<file path="config.mk">
export PLATFORM = sky130hd
export DESIGN_NAME = ahpc_top
export DESIGN_NICKNAME = d
export VERILOG_FILES = /design/src/design/ahpc_top.v /design/src/design/ahpc_fifo.v
export VERILOG_INCLUDE_DIRS = /design/src /design/src/design
export SDC_FILE = /design/constraint.sdc
export NUM_CORES = 1
export LEC_CHECK = 0
export BUFFER_PORTS_ARGS = -buffer_cell sky130_fd_sc_hd__buf_2
export CAP_MARGIN = 10
export CELL_PAD_IN_SITES_DETAIL_PLACEMENT = 1
export CELL_PAD_IN_SITES_GLOBAL_PLACEMENT = 2
export CORE_MARGIN = 2
export CORE_UTILIZATION = 42
export DETAILED_ROUTE_END_ITERATION = 10
export PLACE_DENSITY = 0.79
export SYNTH_ARGS = -nofsm -noshare
export SYNTH_HDL_FRONTEND = slang
export SYNTH_SLANG_ARGS = --single-unit
</file>
<file path="constraint.sdc">
create_clock -name REF_CLK_I -period 3.08 [get_ports REF_CLK_I]
set_input_delay 0.616 -clock REF_CLK_I [delete_from_list [all_inputs] [get_ports REF_CLK_I]]
set_output_delay 0.616 -clock REF_CLK_I [all_outputs]
set_load 0.01 [all_outputs]
</file>
<file path="src/design/ahpc_map.vh">
// register bit positions, reset values and timing counts for the host port control block
`ifndef AHPC_MAP_VH
`define AHPC_MAP_VH
`define AHPC_BIT_RESET 0
`define AHPC_BIT_FIFO_OVERRUN_FLAG 1
`define AHPC_BIT_TRIG_LSB 2
`define AHPC_BIT_TRIG_MSB 3
`define AHPC_BIT_SHAPE 4
`define AHPC_BIT_POL 5
`define AHPC_BIT_RWMODE 6
`define AHPC_BIT_FORMAT 7
`define AHPC_BIT_OFFSET 8
`define AHPC_BIT_CONFIG_READBACK_EN 9
`define AHPC_CR1_RESET 10'h030
`define AHPC_CR0_RESET 10'h000
`define AHPC_START_WAIT 3'd5
`endif

</file>
<file path="src/design/ahpc_top.v">
// host port control: strobe decode, second control register, fifo and data-ready
// Operation
// - soft reset clears registers, fifo, offset
// - wait five conversion clocks before storing
// - read bit 1 shows fifo overrun
// - reading the register clears overrun flag
// - writing bit 1 flushes the fifo
// - fill reaching trigger count asserts data-ready
// - one/two channel trigger level decode
// - three/four channel decode, code 11 reserved with four channels
// - each channel counts once, fixed order
// - bit 4 selects level or pulse
// - bit 5 selects data-ready polarity
// - bit 6 set makes write pin direction
// - bit 6 clear uses separate strobes
// - bit 7 selects output number format
// - bit 8 calibrates and subtracts offset
// - readback returns register zero, then one
// - fetch needs both selects, read, no write; with bit 6 set, both selects and write pin high
// - store needs both selects, write, no read; with bit 6 set, both selects and write pin low
// - pulses end with first inactive signal
// - level mode clears on first read
// - pulse lasts half a sample clock
// - no new pulse before trigger reads done
`timescale 1ns/1ps
`include "ahpc_map.vh"
module ahpc_top #(
    parameter SW = 12,
    parameter DEPTH = 8,
    parameter AW = 3
) (
    input wire REF_CLK_I, // 50 MHz clock
    input wire NRST_I, // async reset, active low
    input wire SELECT_LOW_N_I, // chip select, active low
    input wire SELECT_HIGH_I, // chip select, active high
    input wire READ_N_I, // read strobe, active low
    input wire WRITE_N_I, // write strobe or read/write direction
    input wire [9:0] DATA_I, // bus data in
    output reg [11:0] DATA_O, // bus data out
    output reg DATA_OE_O, // bus data drive enable
    input wire SAMPLE_CLOCK_IN_I, // conversion clock from the core side
    input wire [SW-1:0] SAMPLE_I, // converted sample
    input wire SAMPLE_VALID_I, // sample strobe, same clock
    input wire ZERO_INPUT_I, // sample taken with inputs held at zero
    input wire [2:0] CHAN_COUNT_I, // active channels 1..4
    output reg CAL_REQ_O, // asks the core for a zero-input conversion
    output reg [9:0] CTRL0_O, // first control register contents
    output reg OVERRUN_O, // fifo overrun flag state
    output reg SAMPLE_READY_O, // data-ready output
    output reg SAMPLE_IN_READY_O // fifo can take a sample
);
    reg [2:0] sel_lo_sync;
    reg [2:0] sel_hi_sync;
    reg [2:0] rd_sync;
    reg [2:0] wr_sync;
    reg [2:0] sclk_sync;
    reg sel_lo_reg;
    reg sel_hi_reg;
    reg rd_reg;
    reg wr_reg;
    reg sclk_reg;
    reg fetch_d_reg;
    reg store_d_reg;
    reg [9:0] ctrl0_reg;
    reg [9:0] ctrl1_reg;
    reg overrun_reg;
    reg [SW-1:0] offset_reg;
    reg cal_pend_reg;
    reg [2:0] start_cnt_reg;
    reg [1:0] config_readback_en_reg;
    reg [4:0] drain_reg;
    reg armed_reg;
    reg dav_act_reg;
    reg pulse_pend_reg;
    wire [SW-1:0] fifo_out;
    wire fifo_valid;
    wire fifo_in_ready;
    wire [AW:0] fifo_count;
    wire cs_ok;
    wire rw_mode;
    wire fetch;
    wire store;
    wire fetch_rise;
    wire store_rise;
    wire flush;
    wire sclk_rise;
    wire sclk_fall;
    wire [4:0] trig_lvl;
    wire push_ok;
    wire [SW-1:0] corrected;
    wire pop;

    // readback sequence: idle, next fetch gives register zero, then register one
    localparam RB_IDLE = 2'b00;
    localparam RB_CR0 = 2'b11;
    localparam RB_CR1 = 2'b01;

    // trigger count decode by active channel count
    function [4:0] trig_decode;
        input [2:0] chans;
        input [1:0] code;
        begin
            case (chans)
                3'd1: begin
                    case (code)
                        2'd0: trig_decode = 5'd1;
                        2'd1: trig_decode = 5'd4;
                        2'd2: trig_decode = 5'd8;
                        default: trig_decode = 5'd14;
                    endcase
                end
                3'd2: begin
                    case (code)
                        2'd0: trig_decode = 5'd2;
                        2'd1: trig_decode = 5'd4;
                        2'd2: trig_decode = 5'd8;
                        default: trig_decode = 5'd12;
                    endcase
                end
                3'd3: begin
                    case (code)
                        2'd0: trig_decode = 5'd3;
                        2'd1: trig_decode = 5'd6;
                        2'd2: trig_decode = 5'd9;
                        default: trig_decode = 5'd12;
                    endcase
                end
                3'd4: begin
                    case (code)
                        2'd0: trig_decode = 5'd4;
                        2'd1: trig_decode = 5'd8;
                        2'd2: trig_decode = 5'd12;
                        // reserved code never reaches the fifo depth
                        default: trig_decode = 5'd31;
                    endcase
                end
                default: trig_decode = 5'd1;
            endcase
        end
    endfunction

    // word placed on the bus by a fetch: readback registers or the formatted sample
    function [11:0] fetch_word;
        input [1:0] rb;
        input [9:0] c0;
        input [9:0] c1;
        input ovr;
        input [11:0] smp;
        begin
            case (rb)
                RB_CR0: fetch_word = {2'b00, c0};
                RB_CR1: fetch_word = {2'b00, c1[9:2], ovr, 1'b0};
                default: begin
                    if (c1[`AHPC_BIT_FORMAT]) begin
                        fetch_word = smp ^ 12'h0800;
                    end else begin
                        fetch_word = smp;
                    end
                end
            endcase
        end
    endfunction

    // pin inputs pass three flops; a change counts when stages two and three agree
    always @(posedge REF_CLK_I or negedge NRST_I) begin
        if (!NRST_I) begin
            sel_lo_sync <= 3'b111;
            sel_hi_sync <= 3'b000;
            rd_sync <= 3'b111;
            wr_sync <= 3'b111;
            sclk_sync <= 3'b000;
            sel_lo_reg <= 1'b1;
            sel_hi_reg <= 1'b0;
            rd_reg <= 1'b1;
            wr_reg <= 1'b1;
            sclk_reg <= 1'b0;
        end else begin
            sel_lo_sync <= {sel_lo_sync[1:0], SELECT_LOW_N_I};
            sel_hi_sync <= {sel_hi_sync[1:0], SELECT_HIGH_I};
            rd_sync <= {rd_sync[1:0], READ_N_I};
            wr_sync <= {wr_sync[1:0], WRITE_N_I};
            sclk_sync <= {sclk_sync[1:0], SAMPLE_CLOCK_IN_I};
            if (sel_lo_sync[1] == sel_lo_sync[2]) sel_lo_reg <= sel_lo_sync[2];
            if (sel_hi_sync[1] == sel_hi_sync[2]) sel_hi_reg <= sel_hi_sync[2];
            if (rd_sync[1] == rd_sync[2]) rd_reg <= rd_sync[2];
            if (wr_sync[1] == wr_sync[2]) wr_reg <= wr_sync[2];
            if (sclk_sync[1] == sclk_sync[2]) sclk_reg <= sclk_sync[2];
        end
    end

    assign cs_ok = !sel_lo_reg && sel_hi_reg;
    assign rw_mode = ctrl1_reg[`AHPC_BIT_RWMODE];
    // combined direction mode ignores the read pin
    assign fetch = cs_ok && (rw_mode ? wr_reg : (!rd_reg && wr_reg));
    assign store = cs_ok && (rw_mode ? !wr_reg : (!wr_reg && rd_reg));
    assign fetch_rise = fetch && !fetch_d_reg;
    assign store_rise = store && !store_d_reg;
    // edges of the filtered sample clock, one cycle ahead of sclk_reg
    assign sclk_rise = sclk_sync[2] && sclk_sync[1] && !sclk_reg;
    assign sclk_fall = !sclk_sync[2] && !sclk_sync[1] && sclk_reg;
    assign flush = store_rise && (DATA_I[`AHPC_BIT_RESET] || DATA_I[`AHPC_BIT_FIFO_OVERRUN_FLAG]);
    assign trig_lvl = trig_decode(CHAN_COUNT_I, ctrl1_reg[`AHPC_BIT_TRIG_MSB:`AHPC_BIT_TRIG_LSB]);
    assign corrected = SAMPLE_I - offset_reg;
    // samples arrive in channel order; one entry per channel, zero-input samples are not stored
    assign push_ok = SAMPLE_VALID_I && !ZERO_INPUT_I && start_cnt_reg == 3'd0;
    assign pop = fetch_rise && !config_readback_en_reg[1] && !config_readback_en_reg[0] && fifo_valid;

    ahpc_fifo #(
        .WIDTH(SW),
        .DEPTH(DEPTH),
        .AW(AW)
    ) u_fifo (
        .clk_i(REF_CLK_I),
        .nrst_i(NRST_I),
        .flush_i(flush),
        .in_data_i(corrected),
        .in_valid_i(push_ok),
        .in_ready_o(fifo_in_ready),
        .out_data_o(fifo_out),
        .out_valid_o(fifo_valid),
        .out_ready_i(pop),
        .count_o(fifo_count)
    );

    // control registers, overrun, offset, readback sequencing
    always @(posedge REF_CLK_I or negedge NRST_I) begin
        if (!NRST_I) begin
            fetch_d_reg <= 1'b0;
            store_d_reg <= 1'b0;
            ctrl0_reg <= `AHPC_CR0_RESET;
            ctrl1_reg <= `AHPC_CR1_RESET;
            overrun_reg <= 1'b0;
            offset_reg <= {SW{1'b0}};
            cal_pend_reg <= 1'b0;
            start_cnt_reg <= 3'd0;
            config_readback_en_reg <= 2'b00;
        end else begin
            fetch_d_reg <= fetch;
            store_d_reg <= store;
            if (store_rise && DATA_I[`AHPC_BIT_RESET]) begin
                ctrl0_reg <= `AHPC_CR0_RESET;
                ctrl1_reg <= `AHPC_CR1_RESET;
                offset_reg <= {SW{1'b0}};
                overrun_reg <= 1'b0;
                cal_pend_reg <= 1'b0;
                config_readback_en_reg <= 2'b00;
                start_cnt_reg <= `AHPC_START_WAIT;
            end else begin
                if (start_cnt_reg != 3'd0 && sclk_rise) begin
                    start_cnt_reg <= start_cnt_reg - 3'd1;
                end
                if (store_rise) begin
                    // reset and flush action bits 0 and 1 are not stored
                    ctrl1_reg <= DATA_I & 10'h3FC;
                    if (DATA_I[`AHPC_BIT_OFFSET]) cal_pend_reg <= 1'b1;
                    if (DATA_I[`AHPC_BIT_CONFIG_READBACK_EN]) config_readback_en_reg <= 2'b11;
                end
                if (cal_pend_reg && SAMPLE_VALID_I && ZERO_INPUT_I) begin
                    offset_reg <= SAMPLE_I;
                    cal_pend_reg <= 1'b0;
                    ctrl1_reg[`AHPC_BIT_OFFSET] <= 1'b0;
                end
                if (fetch_rise && config_readback_en_reg != 2'b00) begin
                    config_readback_en_reg <= {1'b0, config_readback_en_reg[1]};
                end
                // set wins over the read clear
                if (SAMPLE_VALID_I && !ZERO_INPUT_I && !fifo_in_ready) begin
                    overrun_reg <= 1'b1;
                end else if (fetch_rise && config_readback_en_reg == 2'b01) begin
                    overrun_reg <= 1'b0;
                end
            end
        end
    end

    // data-ready generation
    always @(posedge REF_CLK_I or negedge NRST_I) begin
        if (!NRST_I) begin
            drain_reg <= 5'd0;
            armed_reg <= 1'b1;
            dav_act_reg <= 1'b0;
            pulse_pend_reg <= 1'b0;
        end else if (flush) begin
            drain_reg <= 5'd0;
            armed_reg <= 1'b1;
            dav_act_reg <= 1'b0;
            pulse_pend_reg <= 1'b0;
        end else begin
            if (armed_reg && {1'b0, fifo_count} >= trig_lvl) begin
                armed_reg <= 1'b0;
                drain_reg <= trig_lvl;
                // level mode raises at once; a pulse waits for the next sample clock rise
                dav_act_reg <= !ctrl1_reg[`AHPC_BIT_SHAPE];
                pulse_pend_reg <= ctrl1_reg[`AHPC_BIT_SHAPE];
            end else begin
                if (pop) begin
                    dav_act_reg <= 1'b0;
                    if (drain_reg <= 5'd1) armed_reg <= 1'b1;
                    if (drain_reg != 5'd0) drain_reg <= drain_reg - 5'd1;
                end
                // pulse spans one high phase of the filtered sample clock unless a fifo read ends it early
                if (pulse_pend_reg && sclk_rise) begin
                    dav_act_reg <= 1'b1;
                    pulse_pend_reg <= 1'b0;
                end
                if (ctrl1_reg[`AHPC_BIT_SHAPE] && sclk_fall) begin
                    dav_act_reg <= 1'b0;
                end
            end
        end
    end

    // registered outputs
    always @(posedge REF_CLK_I or negedge NRST_I) begin
        if (!NRST_I) begin
            DATA_O <= 12'h0000;
            DATA_OE_O <= 1'b0;
            CAL_REQ_O <= 1'b0;
            CTRL0_O <= `AHPC_CR0_RESET;
            OVERRUN_O <= 1'b0;
            SAMPLE_READY_O <= 1'b0;
            SAMPLE_IN_READY_O <= 1'b0;
        end else begin
            DATA_OE_O <= fetch;
            if (fetch_rise) begin
                DATA_O <= fetch_word(config_readback_en_reg, ctrl0_reg, ctrl1_reg, overrun_reg, fifo_out);
            end
            CAL_REQ_O <= cal_pend_reg;
            CTRL0_O <= ctrl0_reg;
            OVERRUN_O <= overrun_reg;
            SAMPLE_READY_O <= dav_act_reg ~^ ctrl1_reg[`AHPC_BIT_POL];
            SAMPLE_IN_READY_O <= fifo_in_ready && start_cnt_reg == 3'd0;
        end
    end
endmodule

</file>
<file path="src/design/ahpc_fifo.v">
// synchronous sample fifo with valid/ready on both sides and a flush input
`timescale 1ns/1ps
module ahpc_fifo #(
    parameter WIDTH = 12,
    parameter DEPTH = 8,
    parameter AW = 3
) (
    input wire clk_i, // clock
    input wire nrst_i, // async reset, active low
    input wire flush_i, // empties the fifo
    input wire [WIDTH-1:0] in_data_i, // write data
    input wire in_valid_i, // write request
    output wire in_ready_o, // not full
    output wire [WIDTH-1:0] out_data_o, // head word
    output wire out_valid_o, // not empty
    input wire out_ready_i, // pop
    output wire [AW:0] count_o // fill count
);
    reg [WIDTH-1:0] mem [0:DEPTH-1];
    reg [AW-1:0] wr_ptr_reg;
    reg [AW-1:0] rd_ptr_reg;
    reg [AW:0] count_reg;
    wire push;
    wire pop;

    assign in_ready_o = (count_reg != DEPTH[AW:0]);
    assign out_valid_o = (count_reg != {(AW+1){1'b0}});
    assign out_data_o = mem[rd_ptr_reg];
    assign count_o = count_reg;
    assign push = in_valid_i & in_ready_o;
    assign pop = out_ready_i & out_valid_o;

    always @(posedge clk_i) begin
        if (push) begin
            mem[wr_ptr_reg] <= in_data_i;
        end
    end

    always @(posedge clk_i or negedge nrst_i) begin
        if (!nrst_i) begin
            wr_ptr_reg <= {AW{1'b0}};
            rd_ptr_reg <= {AW{1'b0}};
            count_reg <= {(AW+1){1'b0}};
        end else if (flush_i) begin
            wr_ptr_reg <= {AW{1'b0}};
            rd_ptr_reg <= {AW{1'b0}};
            count_reg <= {(AW+1){1'b0}};
        end else begin
            if (push) begin
                wr_ptr_reg <= (wr_ptr_reg == DEPTH[AW-1:0] - 1'b1) ? {AW{1'b0}} :
                    wr_ptr_reg + 1'b1;
            end
            if (pop) begin
                rd_ptr_reg <= (rd_ptr_reg == DEPTH[AW-1:0] - 1'b1) ? {AW{1'b0}} :
                    rd_ptr_reg + 1'b1;
            end
            if (push && !pop) begin
                count_reg <= count_reg + 1'b1;
            end else if (pop && !push) begin
                count_reg <= count_reg - 1'b1;
            end
        end
    end
endmodule

</file>
==> key figures, run 1 <==
Drt
  • Met3 WL: 836 microns
  • DRC Markers: 0
  • Initial DRT Pass Iterations: 4
  • Post-route ant nets: 0
  • Wl on met1: between 8000 and 9000 microns
  • Vias per std cell: 5.29
  • Max Used Layer: met4
  • WL met2: 9450 microns
  • Total number of vias: 5081
  • Routed len/inst: around 20 microns
  • Initial DRC Count: 406
  • Routed wire length: 18900 microns

Worst setup path
  • CP Capture Type: flip-flop
  • Crit start category: flip-flop
  • Arr. time, crit path: 2.97 ns
  • Reg2Reg Setup Slack: 0.47 ns
  • Critical path required time: 3.44 ns
  • Worst Path Max Fanout: 3
  • Crit Path Category: reg -> reg

Place
  • Final Wtd Congestion: 0.805
  • Port Buffers: 50
  • Pre-CTS WS: 0.337 ns
  • Dpl hpwl: 13200 microns

GRT
  • GRT Total Usage: 0.196
  • Initial antenna violation count: 0
  • Pin count of the biggest net entering global routing: 46
  • Total gr overflow: 0
  • Vias in the first global route: 5398
  • First-pass GRT wire length: 30100 microns

Run
  • Max_cap viols: 0

Timing
  • Worst-margin pin slew: 1.00 ns
  • Final Max Slew Viols: 0
  • # setup viols final: 0
  • Fin. Hold Viols: 0
  • Fin Setup TNS: 0 ns
  • Relative slew margins: 0.328
  • Crit share post-route: 0.847
  • Max Freq: 383 MHz
  • RSZ-0062 raised after global routing: no
  • Final Skew: 0.0102 ns
  • Min cycle time layout: 2.61 ns
  • Min Hold Slack: about 0.15 ns
  • Final WS setup: 0.471 ns

Power
  • Power Internal: 5.72 mW
  • Pwr dens: 927 mW/mm^2
  • P_leak: 3.68 nW
  • Sw frac: 0.347
  • Clock group share of total power: 0.261
  • Psw: 3.04 mW
  • Worst VDD drop: 0.000398 V
  • Flop pwr share: 0.418
  • Gate power share: 0.321

Logic synthesis
  • Synth cell count leaders: 96 x edfxtp_1, 68 x dfrtp_1, 68 x nand2_1
  • Yosys reg bits: 179
  • Synth warn: 0
  • Post-synthesis sequential area ratio: 0.607
  • Largest cells by area after synthesis: edfxtp_1 35%, dfrtp_1 21%, mux4_2 6.6%
  • Syn avg cell area: 13.2 sq um
  • Mapped cell area: 0.00820 sq mm
  • FFs w/ async S/R, synth: 0.464
  • Top FF cell, synth: edfxtp_1
  • Top-count cell post-synth: edfxtp_1
  • Post-synth top area share: 0.352
  • Number of synthesized flops with an enable pin: 96
  • Instance count of the mapped netlist: between 600 and 700
  • Cell taking the most area after synthesis: edfxtp_1
  • Netlist cell types: 66

Finish
  • Nets: 747
  • Layout cells sized above 1: 0.231
  • Ant. Diodes: 0
  • Max reg flops: 96
  • Area delta synth->final: 15.2%
  • Final Util: 0.488

Die
  • Core area: 0.0193 sq mm
  • Die Span Y: 144 microns
  • Initial Util: 0.424
  • Die W: roughly 140 microns
  • IO Pins: 61
  • Row count: 51
  • Die area: approximately 0.021 sq mm

Clock network
  • Cts hold-fix bufs: 0
  • Cts repair resizes: 0
  • CTS Buffer Depth: 2
  • CTS buffer count: 17
  • Setup Fix Bufs, Post-CTS: 0
  • Worst-Skew Late Latency: around 0.43 ns
  • Clock Tree Root: clkbuf_16
  • Clock transition at the registers of the reported paths: 0.07 ns
  • CTS tree: built
  • TritonCTS Sinks: approximately 180
  • CTS H-Tree Depth: 4

Run status
  • Outcome: finished clean

Worst hold path
  • Hold Crit Class: in -> async
## critical path, stage by stage (launching register included)
cell     delay (ns)
dfstp_2        0.55
or2b_2         0.34
and4b_1        0.25
nand2_1        0.18
nand2_2        0.11
ha_1           0.29
a21o_2         0.21
a21oi_1        0.19
mux2i_1        0.23
mux2i_1        0.19
## routing by layer
| layer | vias to the layer above | track usage |
|---|---|---|
| met4 | 0 | 0.0464 |
| met3 | 14 | 0.0457 |
| met5 | - | 0 |
| met2 | 105 | 0.322 |
| li1 | 2362 | - |
| met1 | 2600 | 0.265 |
## layout make-up
type	count	area (sq um)
inverters	31	116
clock inverters	10	91.3
well taps	265	332
flip-flops and latches	179	4980
repair buffers	69	420
multi-input cells	385	2950
fillers	1988	9890
clock buffers	22	551
## final timing paths
| path | start | end | cells after the start |
|---|---|---|---|
| worst max-delay path | rd_reg | u_fifo.count_o[3] | 9 |
| worst min-delay path | NRST_I | sel_hi_reg | 1 |
| worst max register to register | rd_reg | u_fifo.count_o[3] | 9 |
| worst min register to register | sclk_sync[0] | sclk_sync[1] | 0 |
| max in group asynchronous | NRST_I | armed_reg | 2 |
| min in group REF_CLK_I | WRITE_N_I | wr_sync[0] | 1 |
## cells in the final DEF (no fill, tap or decap), types with 3 or more instances in the layout
cell | Yosys | routed
a21o_1 | 3 | 3
a21oi_1 | 38 | 38
a31oi_1 | 12 | 12
and2_1 | 4 | 4
and3_1 | 3 | 3
buf_2 | 6 | 49
buf_4 | 13 | 18
clkbuf_16 | 0 | 22
clkinv_4 | 0 | 3
conb_1 | 1 | 10
dfrtp_1 | 68 | 68
dfstp_2 | 15 | 15
edfxtp_1 | 96 | 96
ha_1 | 28 | 28
inv_1 | 29 | 29
inv_6 | 0 | 4
maj3_1 | 4 | 4
mux2i_1 | 18 | 18
mux4_2 | 24 | 24
nand2_1 | 68 | 68
nand2b_1 | 8 | 8
nand3_1 | 4 | 4
nand3b_1 | 9 | 9
nor2_1 | 25 | 25
nor2b_1 | 3 | 3
nor3_1 | 18 | 18
nor3_2 | 3 | 3
nor4_2 | 3 | 4
o211ai_1 | 3 | 3
o21a_1 | 6 | 6
o21ai_0 | 23 | 23
o21bai_1 | 3 | 3
o31ai_1 | 5 | 5
or3_1 | 5 | 5
xnor2_1 | 13 | 13
xor2_1 | 4 | 4
## through the flow
| step | instances | instance area, sq um | total power, mW |
|---|---|---|---|
| 2_1_floorplan | 631 | 8230 | 5.58 |
| 3_3_place_gp | 929 | 8800 | 6.36 |
| 3_5_place_dp | 929 | 8800 | 6.54 |
| 4_1_cts | 961 | 9440 | 8.85 |
| 5_1_grt | 961 | 9440 | 9.33 |
| 6_report | 961 | 9440 | 8.76 |
## power by group through the flow
stage	Sequential [mW]	Combinational [mW]	Clock [mW]
global route	3.72	3.18	2.43
finish	3.66	2.81	2.29
floorplan	3.57	2.01	0
global placement	3.69	2.67	0
CTS	3.66	2.85	2.34
detailed placement	3.71	2.83	0
## kinds of logic (layout without fill, tap and decap cells)
kind of cell,count (synthesis),after routing,share of synthesized area
AO/OA/AOI/OAI,110,110,0.0823
other,1,10,0.000457
adder cells (fa/ha/maj),34,34,0.0525
AND/OR/NAND/NOR,171,171,0.113
buffers and inverters,67,132,0.0375
multiplexers,43,43,0.0893
XOR/XNOR,17,17,0.0182
flip-flops,179,179,0.607
No activity file was read; power rests on OpenSTA's default activity.
==> run 2: changes to the inputs <==
Settings changed: CORE_UTILIZATION 42 to 38, PLACE_DENSITY 0.79 to 0.75.
Clock period 3.08 ns to 2.3 ns, I/O delays scaled along.
==> key figures, run 2 (synthesized netlist as in run 1, its figures left out) <==
Drt
  • Vias per std cell: between 5 and 6
  • Met3 WL: 698 microns
  • Routed len/inst: 19.3 microns
  • Routed wire length: 19700 microns
  • Wl on met1: 8620 microns
  • DRC Markers: 0
  • Initial DRC Count: between 200 and 250
  • Total number of vias: 5262
  • Initial DRT Pass Iterations: 4
  • WL met2: 10200 microns
  • Max Used Layer: met4
  • Post-route ant nets: 0

Finish
  • Layout cells sized above 1: 0.329
  • Commonest cells after routing, fill and taps aside: 96 x edfxtp_1, 68 x dfrtp_1, 65 x nand2_1, 61 x buf_4, 49 x buf_2
  • Register cell area after layout: 0.00498 sq mm
  • Max reg flops: between 90 and 100
  • Multi-input combinational cell area: 0.00317 sq mm
  • Area delta synth->final: 22.4%
  • Non-Filler Instances: a little over 1000
  • Ant. Diodes: 0
  • Most common cell after layout, fill and taps aside: edfxtp_1
  • Nets: 796
  • Fillcell total: 2225

Run status
  • Outcome: finished with violations
  • Failing checks: setup timing

GRT
  • First-pass GRT wire length: between 30000 and 40000 microns
  • Total gr overflow: 0
  • Vias in the first global route: between 5000 and 6000
  • Pin count of the biggest net entering global routing: 84
  • GRT Total Usage: 0.185
  • Initial antenna violation count: 0

Clock network
  • CTS H-Tree Depth: 4
  • CTS Buffer Depth: 2
  • CTS buffer count: 17
  • TritonCTS Sinks: 179
  • Clock transition at the registers of the reported paths: approximately 0.08 ns
  • Worst-Skew Late Latency: 0.44 ns
  • Clock Tree Root: clkbuf_16
  • CTS tree: built
  • Cts hold-fix bufs: 0

Run
  • Max_cap viols: 0

Worst setup path
  • Crit start category: flip-flop
  • Reg2Reg Setup Slack: -0.0002 ns
  • Critical path required time: 2.42 ns
  • Crit Path Category: reg -> reg
  • Arr. time, crit path: 2.42 ns
  • CP Capture Type: flip-flop
  • Worst Path Max Fanout: 12

Timing
  • Relative slew margins: 0.547
  • Fin. Hold Viols: 0
  • RSZ-0062 raised after global routing: yes
  • Final WS setup: -0.000154 ns
  • Max Freq: 435 MHz
  • Min cycle time layout: 2.30 ns
  • Final Max Slew Viols: 0
  • Crit share post-route: 1.00
  • Worst-margin pin slew: 0.675 ns
  • Final Skew: 0.0165 ns
  • Fin Setup TNS: -0.000154 ns
  • # setup viols final: 1

Power
  • P_leak: 3.96 nW
  • Total power: ~12 mW
  • Worst VDD drop: about 0.00055 V
  • Pwr dens: 1230 mW/mm^2

Place
  • Dpl hpwl: between 10000 and 15000 microns
  • Final Wtd Congestion: 0.854
  • Cells after DPL: 981
  • Port Buffers: 50

Die
  • Row count: 53
  • Die area: 0.0228 sq mm
  • Die W: ~150 microns
  • Die Span Y: 151 microns
  • IO Pins: 61
  • Core area: 0.0211 sq mm
  • Initial Util: 0.389

Worst hold path
  • Hold Crit Class: in -> async
-- run 2: changes by cell type in the layout (fill, tap and decap cells not counted), moves of 4 or more --
cell and change:
buf_4 +43, nor3_1 -5, clkbuf_16 -4, a21oi_1 -4
-- run 2: critical path: stages (launching register included) --
cell and delay (ns):
dfrtp_1 0.40, inv_2 0.09, ha_4 0.12, or2b_4 0.27, buf_4 0.15, a211o_2 0.41
nor3_1 0.24, buf_4 0.29
-- run 2: report_power, final --
part / switching (mW) / total (mW) / internal, mW / leakage (nW)
clock network: 1.35 / 2.86 / 1.50 / 0.292
logic: 2.63 / 4.72 / 2.09 / 1.78
registers: 0.398 / 4.76 / 4.36 / 1.88
total: 4.38 / 12.3 / 7.95 / 3.96
-- run 2: stage by stage --
stage	setup WS, ns	hold WS [ns]	util	cell area [sq um]
floorplan	-0.223	0.164	-	8260
global placement	-0.0918	0.335	0.436	9190
detailed placement	-0.282	0.341	0.436	9190
CTS	-0.0220	0.0499	0.467	9850
global route	-0.0786	0.0704	0.476	10000
finish	-0.000154	0.0485	0.476	10000
-- run 2: layout make-up --
cell class | instances | share of cell area
Sequential cell | 179 | 0.496
Multi-Input combinational cell | 385 | 0.316
Timing Repair Buffer | 118 | 0.0837
Clock buffer | 18 | 0.0449
Tap cell | 275 | 0.0343
Clock inverter | 14 | 0.0137
Inverter | 31 | 0.0116
-- run 2: worst paths after layout --
path                             startpoint                to  depth (start not counted)
hold / removal                       NRST_I    sel_hi_sync[1]                          2
hold reg to reg              sel_hi_sync[0]    sel_hi_sync[1]                          0
setup reg to reg           start_cnt_reg[1]  u_fifo.mem[6][1]                          7
max in group asynchronous            NRST_I         armed_reg                          2
setup / recovery           start_cnt_reg[1]  u_fifo.mem[6][1]                          7
min in group REF_CLK_I            WRITE_N_I        wr_sync[0]                          1
-- run 2: repair_timing --
item	in CTS	in global routing
setup buffers	3	2
gates cloned	0	2
endpoints found under the setup margin	17	123
gates resized for setup	8	38
pin swaps	5	15
-- run 2: layer usage --
metal | GRT usage | up-vias
met2 | 0.315 | 106
met4 | 0.0589 | 0
met1 | 0.243 | 2673
met5 | 0 | -
li1 | - | 2469
met3 | 0.0289 | 14
